`src/design/asx_consts.vh`:
```
// Timing and layout constants for the static memory host controller
`ifndef ASX_CONSTS_VH
`define ASX_CONSTS_VH
`define ASX_CLK_PERIOD_NS         40
`define ASX_ADDR_ACCESS_NS        55
`define ASX_ADDR_CHANGE_HOLD_NS   10
`define ASX_ADDR_SETUP_END_NS     35
`define ASX_ADDR_HOLD_WR_NS       0
`define ASX_ADDR_SETUP_START_NS   0
`define ASX_WR_DATA_SETUP_NS      25
`define ASX_WR_DATA_HOLD_NS       0
`define ASX_WR_PULSE_NS           35
`define ASX_WR_CYCLE_NS           45
`define ASX_RECOVERY_NS           55
`define ASX_CEIL_CYC(ns)          (((ns) + `ASX_CLK_PERIOD_NS - 1) / `ASX_CLK_PERIOD_NS)
`define ASX_MIN1(c)               (((c) < 1) ? 1 : (c))
`define ASX_RD_CYC                `ASX_MIN1(`ASX_CEIL_CYC(`ASX_ADDR_ACCESS_NS))
`define ASX_WR_CYC                `ASX_MIN1(`ASX_CEIL_CYC(`ASX_WR_PULSE_NS))
`define ASX_REC_CYC               `ASX_MIN1(`ASX_CEIL_CYC(`ASX_RECOVERY_NS))
`define ASX_LOW_LANE_LSB          0
`define ASX_HIGH_LANE_LSB         8
`endif

```
`src/design/asx_host_ctrl.v`:
```
// Host controller that sequences reads, writes and retention for a 16-bit asynchronous static memory
`timescale 1ns/100ps
`include "asx_consts.vh"

module asx_host_ctrl #(
	parameter ADDR_W = 17
) (
	// Clock and reset
	input  wire              MCLK,
	input  wire              RESET,
	// User request
	input  wire              REQ_VALID,
	input  wire              REQ_WRITE,
	input  wire [ADDR_W-1:0] REQ_ADDR,
	input  wire [15:0]       REQ_WDATA,
	input  wire [1:0]        REQ_LANES,
	output wire              REQ_READY,
	output reg  [15:0]       RSP_RDATA,
	output reg               RSP_VALID,
	// Retention control
	input  wire              RETAIN_REQ,
	output reg               RETAIN_SAFE,
	// Memory pins
	output reg  [ADDR_W-1:0] MEM_ADDR,
	output reg               MEM_CHIP_SEL_N,
	output reg               MEM_WRITE_N,
	output reg               MEM_OUT_EN_N,
	output reg               MEM_UPPER_BYTE_SEL_N,
	output reg               MEM_LOWER_BYTE_SEL_N,
	input  wire [15:0]       MEM_DQ_IN,
	output reg  [15:0]       MEM_DQ_OUT,
	output reg               MEM_DQ_OE
);

	localparam ST_IDLE   = 3'h0;
	localparam ST_READ   = 3'h1;
	localparam ST_WRITE  = 3'h2;
	localparam ST_WEND   = 3'h3;
	localparam ST_RETAIN = 3'h4;
	localparam ST_RECOV  = 3'h5;

	localparam integer RD_CYC_N  = `ASX_RD_CYC;
	localparam integer WR_CYC_N  = `ASX_WR_CYC;
	localparam integer REC_CYC_N = `ASX_REC_CYC;
	// Counts stay far below 16, so the cut to the counter width loses nothing
	localparam [3:0]   RD_CYC    = RD_CYC_N[3:0];
	localparam [3:0]   WR_CYC    = WR_CYC_N[3:0];
	localparam [3:0]   REC_CYC   = REC_CYC_N[3:0];

	reg [2:0]  state;
	reg [3:0]  count;
	reg        retain_meta;
	reg        retain_sync;
	reg [15:0] dq_meta;
	reg [15:0] dq_sync;
	wire [1:0]  lane_off;
	wire [15:0] lane_rdata;

	// Retention request comes from the supply manager, off this clock
	always @(posedge MCLK) begin
		if (RESET) begin
			retain_meta <= 1'b0;
			retain_sync <= 1'b0;
		end else begin
			retain_meta <= RETAIN_REQ;
			retain_sync <= retain_meta;
		end
	end

	// Read data is asynchronous to MCLK, so two stages before capture
	always @(posedge MCLK) begin
		if (RESET) begin
			dq_meta <= 16'h0000;
			dq_sync <= 16'h0000;
		end else begin
			dq_meta <= MEM_DQ_IN;
			dq_sync <= dq_meta;
		end
	end

	assign REQ_READY = (state == ST_IDLE) && !retain_sync;

	// Unselected lanes read as zero rather than whatever floats on the pins
	assign lane_off = {MEM_UPPER_BYTE_SEL_N, MEM_LOWER_BYTE_SEL_N};
	genvar g;
	generate
		for (g = 0; g < 2; g = g + 1) begin : g_lane
			assign lane_rdata[g*8 +: 8] = lane_off[g] ? 8'h00 : dq_sync[g*8 +: 8];
		end
	endgenerate

	always @(posedge MCLK) begin
		if (RESET) begin
			state                <= ST_IDLE;
			count                <= 4'h0;
			MEM_ADDR             <= {ADDR_W{1'b0}};
			MEM_CHIP_SEL_N       <= 1'b1;
			MEM_WRITE_N          <= 1'b1;
			MEM_OUT_EN_N         <= 1'b1;
			MEM_UPPER_BYTE_SEL_N <= 1'b1;
			MEM_LOWER_BYTE_SEL_N <= 1'b1;
			MEM_DQ_OUT           <= 16'h0000;
			MEM_DQ_OE            <= 1'b0;
			RSP_RDATA            <= 16'h0000;
			RSP_VALID            <= 1'b0;
			RETAIN_SAFE          <= 1'b0;
		end else begin
			RSP_VALID <= 1'b0;
			case (state)
			ST_IDLE: begin
				// Strobes rest high between accesses so the part sits in power-down
				MEM_CHIP_SEL_N       <= 1'b1;
				MEM_UPPER_BYTE_SEL_N <= 1'b1;
				MEM_LOWER_BYTE_SEL_N <= 1'b1;
				MEM_WRITE_N          <= 1'b1;
				MEM_OUT_EN_N         <= 1'b1;
				MEM_DQ_OE            <= 1'b0;
				if (retain_sync) begin
					state       <= ST_RETAIN;
					RETAIN_SAFE <= 1'b1;
				end else if (REQ_VALID && (REQ_LANES != 2'b00)) begin
					// An empty lane set selects nothing, so such a request is left waiting
					// Address, data and lanes settle with the strobes, zero setup allowed
					MEM_ADDR             <= REQ_ADDR;
					MEM_CHIP_SEL_N       <= 1'b0;
					MEM_UPPER_BYTE_SEL_N <= ~REQ_LANES[1];
					MEM_LOWER_BYTE_SEL_N <= ~REQ_LANES[0];
					count                <= 4'h1;
					if (REQ_WRITE) begin
						MEM_WRITE_N <= 1'b0;
						MEM_DQ_OUT  <= REQ_WDATA;
						MEM_DQ_OE   <= 1'b1;
						state       <= ST_WRITE;
					end else begin
						MEM_WRITE_N  <= 1'b1;
						MEM_OUT_EN_N <= 1'b0;
						state        <= ST_READ;
					end
				end
			end

			ST_READ: begin
				// Two extra cycles cover the input synchroniser; data is held steady by then
				if (count >= RD_CYC + 4'h2) begin
					state <= ST_IDLE;
					MEM_CHIP_SEL_N       <= 1'b1;
					MEM_UPPER_BYTE_SEL_N <= 1'b1;
					MEM_LOWER_BYTE_SEL_N <= 1'b1;
					MEM_OUT_EN_N         <= 1'b1;
					RSP_VALID            <= 1'b1;
					RSP_RDATA            <= lane_rdata;
				end else begin
					count <= count + 4'h1;
				end
			end

			ST_WRITE: begin
				// Address and data stay put across the whole pulse
				if (count >= WR_CYC) begin
					MEM_WRITE_N <= 1'b1;
					state       <= ST_WEND;
				end else begin
					count <= count + 4'h1;
				end
			end

			ST_WEND: begin
				// Data released and selects dropped only after the write strobe edge
				MEM_DQ_OE            <= 1'b0;
				MEM_CHIP_SEL_N       <= 1'b1;
				MEM_UPPER_BYTE_SEL_N <= 1'b1;
				MEM_LOWER_BYTE_SEL_N <= 1'b1;
				state                <= ST_IDLE;
			end

			ST_RETAIN: begin
				// Part stays deselected while the supply is lowered
				MEM_CHIP_SEL_N       <= 1'b1;
				MEM_UPPER_BYTE_SEL_N <= 1'b1;
				MEM_LOWER_BYTE_SEL_N <= 1'b1;
				if (!retain_sync) begin
					RETAIN_SAFE <= 1'b0;
					count       <= 4'h1;
					state       <= ST_RECOV;
				end
			end

			ST_RECOV: begin
				// Supply is back; accesses wait out the recovery time
				if (retain_sync) begin
					RETAIN_SAFE <= 1'b1;
					state       <= ST_RETAIN;
				end else if (count >= REC_CYC) begin
					state <= ST_IDLE;
				end else begin
					count <= count + 4'h1;
				end
			end

			default: begin
				state <= ST_IDLE;
			end
			endcase
		end
	end

endmodule // asx_host_ctrl

```
`config.mk`:
```
export PLATFORM = sky130hd
export DESIGN_NAME = asx_host_ctrl
export DESIGN_NICKNAME = d
export VERILOG_FILES = /design/src/design/asx_host_ctrl.v
export VERILOG_INCLUDE_DIRS = /design/src /design/src/design
export SDC_FILE = /design/constraint.sdc
export NUM_CORES = 1
export LEC_CHECK = 0
export ABC_AREA = 1
export ABC_CLOCK_PERIOD_IN_PS = 1700
export BUFFER_PORTS_ARGS = -buffer_cell sky130_fd_sc_hd__buf_2
export CAP_MARGIN = 5
export CELL_PAD_IN_SITES_DETAIL_PLACEMENT = 1
export CELL_PAD_IN_SITES_GLOBAL_PLACEMENT = 2
export CORE_UTILIZATION = 28
export DETAILED_ROUTE_END_ITERATION = 8
export GPL_TIMING_DRIVEN = 0
export PLACE_DENSITY_LB_ADDON = 0.1
export SLEW_MARGIN = 20
export SYNTH_ARGS = -nofsm -noshare
export SYNTH_HDL_FRONTEND = slang
export SYNTH_SLANG_ARGS = --single-unit
```
`constraint.sdc`:
```
create_clock -name MCLK -period 1.7 [get_ports MCLK]
set_input_delay 0.17 -clock MCLK [delete_from_list [all_inputs] [get_ports MCLK]]
set_output_delay 0.17 -clock MCLK [all_outputs]
set_load 0.03 [all_outputs]
```
==> impl_summary.md, run 1 <==
Logic synthesis
Yosys mapped a number of flops with a built-in enable equal to 0. By count the netlist is led by 113 x nor2_1, 98 x dfxtp_1, 53 x nand2_1. The synthesized-area fraction occupied by ao, oa, aoi and oai cells is 7.09%. The cell area that synthesis handed to floorplanning was between 3000 and 4000 µm². The synthesized netlist devotes 1.01% of its cell area to adder and majority cells. The number of nets in the synthesized netlist is 531. In this run the mean area of a mapped cell was approximately 7.9 µm².

The synthesized design spends more area on one cell type than any other, namely dfxtp_1. Summing the areas of all xor and xnor instances in the mapped netlist gives 0.235% of the synthesized area. The synthesis warning total is 0.

The share of the yosys chip area belonging to registers is 52.7%. The post-synthesis share of cell area spent on and, or, nand and nor gates is between 20% and 30%. The predominant post-synthesis flop cell is dfxtp_1. The dominant combinational cell family by area after synthesis is simple AND/OR/NAND/NOR gates. The dominant cell by count in the synthesized netlist is nor2_1. Counting flops and latches in the post-synthesis netlist gives approximately 100. The area share of the largest cell type after synthesis is 52.7%.

The proportion of synthesized area in mux cells is 0%. The post-synthesis cell type count is 29. The proportion of register bits with asynchronous set or reset after synthesis is 0%.

In the post-synthesis netlist, the biggest area contributors are dfxtp_1 53%, nor2_1 11%, nand3_1 6.3%, nand2_1 5.3%, inv_1 5.2%. The synthesized instance count is 472.

Setup path
At the worst endpoint, the required time is 1.53 ns. The type of element capturing the critical path is an output port. Along the worst path, the maximum fanout reaches 8. The class of the most critical setup path is flip-flop to output port. The critical path starts at state[1]$_SDFFE_PP0P_. In this run the critical register-to-register path is launched from retain_sync$_SDFF_PP0_. The type of origin of the critical path is a flip-flop. Data on the critical path arrives at its endpoint at ~1.4 ns.

Floorplanning
The core region is 12800 µm². After floorplanning, the core was divided into 41 placement rows. Once the floorplan was initialized, standard cells occupied 29.1% of the core. In this run the horizontal extent of the chip is 117 µm. The boundary pin count is about 110. The die covers 13800 µm².

The die boundary height is 117 µm.

Timing
Across the routed clock network, the largest skew measured is 0.00754 ns. The number of endpoints with negative hold slack in the final report is 0. The number of pins exceeding their max-slew limit in the final report is 0. Measured against its own limit, the worst slew margin works out to roughly three fifths. The accumulated negative setup slack is 0 ns. The time the worst path needs with I/O delays and setup is 1.61 ns. For the pin with the worst max-slew slack, the measured transition is 0.588 ns.

Setup repair after global routing left no endpoint under its margin. For this run, the top clock speed supported by timing is between 600 and 700 MHz. Setup violations remaining at the end of the flow were counted as 0. The post-route clock period utilization is approximately 94%.

Layout
Compared with the post-synthesis result, the final layout area differs by 29.8%. The total number of nets in the final design is about 660. The post-route netlist has 30.0% of its cells at a drive strength greater than 1. The antenna diode instance count is 0.

Global routing
The via count of the first global-routing pass is 3335. The number of antenna violations at the first check in global routing was 0. The first global-routing pass estimated 16700 µm of wire. Summed over all layers, the global routing overflow is 0. Entering global routing, the biggest net connects 19 pins.

The combined global-route utilization of all metal layers is between 10% and 20%.

Power and ir drop
The analysis attributes to cell leakage a power of ~2.5 nW. The worst IR drop on VDD is 0.000513 V. The design draws between 7 and 8 mW. Dividing total power by cell area gives a power density of approximately 1500 nW/µm².

Drt
The first routing iteration left 123 violations. The number of vias in the routed layout is 3316. The routed length per placed instance is 12.8 µm. In the routed design, unresolved DRC markers number 0.

The post-detailed-route via-to-cell ratio is between 4 and 5. For this run, the detailed router's first-pass iteration total came to 4. The wire length reported by the detailed router is around 9900 µm.

In this run the remaining antenna-violating nets after routing total 0.

Clock network
Buffers inserted during clock tree synthesis total 9. The CTS clock-pin slew for the worst setup and hold paths is ~0.070 ns. The later pin in the worst-skew pair is clocked with a latency of about 0.35 ns. CTS placed an instance of clkbuf_16 at the clock tree root. The CTS tree is done.

The number of sinks driven by the clock tree is 98. The worst-case clock buffer depth is 2. After clock tree synthesis, the flow added hold-fix buffers numbering 0.

The H-tree generated during clock tree synthesis spans 3 levels.

Placed design
The port buffer count is 112. The detailed-placement wirelength estimate is between 7000 and 8000 µm. The weighted congestion at the end of routability-driven global placement is 0.810.

Run
The tool flagged a number of max-cap violations equal to 0.

Worst hold path
The tightest min-delay check is of the primary input to flip-flop type. The hold path startpoint is MEM_DQ_IN[2].

Run status
The run finished with clean final reports.
## through the flow
stage / utilization, % / cells / cell area (µm²) / setup WS, ns / hold slack (ns)
floorplan: - / 472 / 3720 / 0.381 / 0.277
global placement: 35.2 / 756 / 4500 / 0.153 / 0.369
detailed placement: 35.2 / 756 / 4500 / 0.124 / 0.378
CTS: 37.6 / 772 / 4800 / 0.0588 / 0.00665
global route: 37.8 / 776 / 4830 / 0.0137 / 0.00986
finish: 37.8 / 776 / 4830 / 0.0945 / 0.0168
## cell usage in the layout (no fill, tap or decap)
| cell type | synthesis | routed |
|---|---|---|
| buf_2 | 4 | 116 |
| nor2_1 | 113 | 113 |
| dfxtp_1 | 98 | 97 |
| nand2_1 | 53 | 53 |
| inv_1 | 52 | 51 |
| nand3_1 | 47 | 47 |
| o21ai_0 | 26 | 25 |
| nor2_2 | 13 | 13 |
| o21ai_1 | 11 | 12 |
| clkbuf_16 | 0 | 9 |
| clkbuf_1 | 8 | 8 |
| buf_4 | 3 | 7 |
| inv_2 | 5 | 6 |
| a21oi_1 | 6 | 5 |
| nor2_4 | 4 | 4 |
| buf_6 | 4 | 4 |
| nand2_2 | 4 | 4 |
| ha_1 | 3 | 3 |
| nand3_4 | 2 | 2 |
| o21ai_2 | 2 | 2 |
| or2_2 | 2 | 2 |
| o211ai_1 | 2 | 2 |
| nand4_1 | 2 | 2 |
| nand3_2 | 2 | 2 |
| clkinv_4 | 0 | 2 |
| clkinv_1 | 1 | 1 |
| a21oi_2 | 0 | 1 |
| nor2_8 | 1 | 1 |
| nor3_1 | 1 | 1 |
| o2111ai_1 | 1 | 1 |
| o31ai_1 | 1 | 1 |
| xnor2_1 | 1 | 1 |
| clkinv_8 | 0 | 1 |
| inv_8 | 0 | 1 |
| clkbuf_8 | 0 | 1 |
| inv_6 | 0 | 1 |
| clkinvlp_4 | 0 | 1 |
| dfxtp_2 | 0 | 1 |
## final cells by class
class | instances | area [µm²]
fillers | 1608 | 7940
plain buffers | 19 | 118
multi-input cells | 297 | 1430
clock inverters | 6 | 61.3
inverters | 58 | 218
repair buffers | 116 | 591
clock buffers | 10 | 239
flip-flops and latches | 98 | 1960
well taps | 172 | 215
## routing by layer
metal,GRT usage [%],wire length (µm)
met5,0,0
met1,19.1,4660
met4,6.98,178
met3,3.60,406
met2,25.2,4680
## repair_timing
item | in CTS | in global routing
resized for setup | 0 | 4
setup endpoints to repair | 0 | 9
buffers inserted | 0 | 4
## final timing paths
check / slack, ns / cells past startpoint / end
setup / recovery: 0.09 / 5 / REQ_READY
hold / removal: 0.02 / 3 / dq_meta[2]$_SDFF_PP0_
setup reg to reg: 0.18 / 7 / MEM_DQ_OUT[11]$_SDFFE_PP0P_
hold reg to reg: 0.41 / 2 / dq_sync[6]$_SDFF_PP0_
## power breakdown
group | internal, mW | switching [mW] | total, mW
Sequential | 2.62 | 0.166 | 2.78
Combinational | 0.733 | 1.64 | 2.37
Clock | 1.07 | 0.957 | 2.02
Total | 4.41 | 2.76 | 7.17
## flip-flops by register name, indices dropped and copies added (netlist names), 3 cells and up
register    count
RSP_RDATA      16
count           4
state           3
MEM_DQ_OUT     16
dq_meta        16
dq_sync        16
MEM_ADDR       17
## critical path: stages, from the launching register on
cell	delay [ns]
dfxtp_1	0.30
buf_4	0.16
nor2_4	0.21
nand3_4	0.15
inv_1	0.07
buf_2	0.20
## logic make-up after synthesis
kind of cell,after synthesis
buf+inv,77
fa+ha+maj,3
xor+xnor,1
simple gates,244
flops,98
compound gates,49
Power figures use the tool's default switching activity.
==> inputs of run 2 (changes only) <==
--- a/config.mk
+++ b/config.mk
@@ -7,7 +7,7 @@
 export NUM_CORES = 1
 export LEC_CHECK = 0
 export ABC_AREA = 1
-export ABC_CLOCK_PERIOD_IN_PS = 1700
+export ABC_CLOCK_PERIOD_IN_PS = 1550
 export BUFFER_PORTS_ARGS = -buffer_cell sky130_fd_sc_hd__buf_2
 export CAP_MARGIN = 5
 export CELL_PAD_IN_SITES_DETAIL_PLACEMENT = 1
==> constraint.sdc (replaced) <==
create_clock -name MCLK -period 1.55 [get_ports MCLK]
set_input_delay 0.155 -clock MCLK [delete_from_list [all_inputs] [get_ports MCLK]]
set_output_delay 0.155 -clock MCLK [all_outputs]
set_load 0.03 [all_outputs]
==> run 2 against run 1 <==
  * Utilization is 1.5 points higher
  * Sequential power is 10% higher
  * Die area stayed put
  * Largest cell class unchanged
  * Highest routed layer unchanged
  * Clock power is 9.9% higher
  * Clock skew hardly changed
==> impl_summary.md, run 2 (synthesized netlist as in run 1, its figures left out) <==
Run status
The flow ran to the end, and the final reports show no timing, DRC or antenna violations.

Layout
The library cells used most frequently in the layout, excluding fill and tap cells, are 114 x buf_2, 111 x nor2_1, 95 x dfxtp_1. The number of flip-flops under the largest register name is 17 (unchanged). The post-route non-filler standard cell count was 793 (+2.2%).

The final design utilization is 39.4% (+1.5 points). The storage element area is 1970 µm² (+0.26%). More flip-flops sit in one register than any other, and that register is MEM_ADDR.

The signed area change from the synthesized netlist to the final layout is 35.1%. The area used by multi-input combinational logic is 1460 µm² (+1.8%). The number of fill cells in the layout is 1599 (-0.56%). The antenna diode instance count came to 0 (unchanged). The fraction of layout instances using a drive strength above 1 was 31.6% (+1.6 points). The total number of nets in the final design was 675 (+2.6%). The leading cell type in the layout, fill and taps excluded is buf_2.

Drt
The post-detailed-route via-to-cell ratio was 4.30 (+0.60%). The number of vias in the routed layout is 3409 (+2.8%). The number of optimization iterations in the first detailed-route pass is 4 (unchanged). The total DRC errors in the routed layout is 0 (unchanged). The wire length reported by the detailed router was 10100 µm (+1.9%). The final antenna-violating net count is 0 (unchanged). The routed length per placed instance was 12.7 µm (-0.29%).

The number of DRC markers in iteration 0 was 120 (-2.4%).

Power and ir drop
The logic gate share of total power is 34.4% (+1.4 points). The switching fraction of total power came to 38.3% (-0.17 points). The net switching power is 3.08 mW (+12%).

The areal power density over the cells is 1600 nW/µm² (+7.8%). The sequential cell fraction of total power is 38.0% (-0.8 points). The worst IR drop on VDD is 0.000568 V (+11%). The sum of internal, switching and leakage power is 8.04 mW (+12%). The power share of the clock group is 27.5% (-0.7 points).

The leakage dissipation is 2.54 nW (+3.2%). The internal power component is 4.96 mW (+12%).

Timing
The worst clock skew is 0.00784 ns (+0.000303 ns). Based on the critical path, the design can be clocked at up to around 680 MHz. After layout, the minimum clock period comes to 1.48 ns. The number of endpoints with negative hold slack in the final report is 0 (unchanged). The number of pins exceeding their max-slew limit in the final report is 0 (unchanged). The post-route clock period utilization is 95.5%. The transition time at the pin with the least slew margin is 0.630 ns (+0.0418 ns). The count of endpoints failing setup in the final report is 0 (unchanged). The worst max-slew margin expressed relative to the limit is 58.0% (-2.8 points).

Global routing
The total congestion overflow is 0 (unchanged). The number of antenna violations at the first check in global routing came to 0 (unchanged). The via count of the first global-routing pass was 3413 (+2.3%). The pin count of the biggest net entering global routing was 19 (unchanged). The combined global-route utilization of all metal layers is 15.6% (+0.25 points). The wire length of the first global-routing pass is 17000 µm (+1.7%).

Setup path
The critical path is of the flip-flop to output port type. The worst reg2reg path endpoint is MEM_LOWER_BYTE_SEL_N$_SDFFE_PP1P_. The worst reg-to-reg path cell count came to 9 (+2). The required time of the critical path is 1.39 ns (-0.14 ns). The largest driver fanout on the critical path came to 8 (unchanged). The critical path starts at state[1]$_SDFFE_PP0P_. The setup slack of the worst register-to-register path is 0.09 ns (-0.09 ns). The worst path arrival time came to 1.33 ns (-0.11 ns). STA classifies the critical path endpoint as an output port. The startpoint of the worst register-to-register path is state[1]$_SDFFE_PP0P_. The termination of the worst setup path is REQ_READY.

The type of origin of the critical path is a flip-flop.

Run
The max-cap violation count is 0 (unchanged).

Clock network
The worst-case clock buffer depth came to 2 (unchanged). TritonCTS built the clock tree. The CTS clock-pin slew for the worst setup and hold paths is 0.07 ns (about the same). The number of sinks driven by the clock tree was 98 (unchanged).

The TritonCTS buffer count is 9 (unchanged). The CTS H-tree depth is 3 (unchanged). The cell chosen for the clock root is clkbuf_16. The clock insertion delay at the later pin of the skew report is 0.35 ns (about the same).

Worst hold path
The min-delay analysis places its worst path in the category primary input to flip-flop. The hold path startpoint is MEM_DQ_IN[3].

Floorplanning
The boundary pin count is 114 (unchanged). The initial standard-cell utilization of the core is 29.1% (unchanged). The placeable core region came to 12800 µm² (unchanged).

The die width is 117 µm (unchanged). The die boundary height is 117 µm (unchanged). The number of standard-cell rows in the floorplan came to 41 (unchanged).

The area of the die is 13800 µm² (unchanged).

Placed design
The port buffer count was 112 (unchanged). The cell count after placement is 756 (unchanged). The detailed-placement wirelength estimate is 7490 µm (unchanged).

The weighted congestion at the end of routability-driven global placement is 0.810 (unchanged).
==> run 2: critical path, cell delays in order (launching register included) <==
cell,delay (ns)
dfxtp_1,0.30
buf_4,0.16
nor2_4,0.14
nand3_4,0.13
inv_1,0.08
buf_4,0.16
==> run 2: layout make-up <==
cell class / count / share of cell area [%]
repair buffers: 133 / 14.9
clock buffers: 10 / 4.75
multi-input cells: 297 / 28.9
flip-flops and latches: 98 / 39.1
well taps: 172 / 4.28
inverters: 58 / 4.38
plain buffers: 19 / 2.39
clock inverters: 6 / 1.22
==> run 2: through the flow <==
stage | TNS (ns) | instance area (µm²) | setup WS, ns | hold WS (ns)
floorplan | 0 | 3720 | 0.231 | 0.262
finish | 0 | 5030 | 0.0691 | 0.0111
global placement | 0 | 4500 | 0.00325 | 0.354
CTS | 0 | 4930 | 0.00720 | 0.00204
detailed placement | -0.0892 | 4500 | -0.0264 | 0.363
global route | -0.0137 | 5030 | -0.00955 | 0.00728
==> run 2: repair_timing <==
action | in CTS | in global routing
endpoints found under the setup margin | 6 | 22
pin swaps | 2 | 6
hold endpoints to repair | 11 | 0
gates resized for setup | 3 | 21
hold buffers | 11 | 0
buffers inserted | 3 | 7
==> run 2: metal layers <==
layer / GRT usage, % / vias to the layer above / part of all wire (%) / wire [µm]
met5: 0 / - / 0 / 0
li1: - / 1761 / - / -
met4: 7.22 / 0 / 2.2 / 221
met3: 3.60 / 16 / 4.2 / 421
met1: 19.2 / 1538 / 46 / 4680
met2: 25.9 / 94 / 47 / 4780
==> run 2: how the worst min path moves through the flow <==
stage | endpoint | cells after the start
after floorplan | dq_meta[0]$_SDFF_PP0_ | 2
after global placement | dq_meta[14]$_SDFF_PP0_ | 3
after detailed placement | dq_meta[14]$_SDFF_PP0_ | 3
after CTS | dq_meta[8]$_SDFF_PP0_ | 3
after global routing | dq_meta[5]$_SDFF_PP0_ | 3
final | dq_meta[3]$_SDFF_PP0_ | 3
==> run 2: power by group through the flow <==
stage               combinational (mW)  sequential [mW]  clock, mW
floorplan                         1.36             3.60          0
global placement                  2.56             3.10          0
detailed placement                2.59             3.11          0
CTS                               2.65             3.05       2.29
global route                      3.07             3.10       2.42
finish                            2.77             3.06       2.22
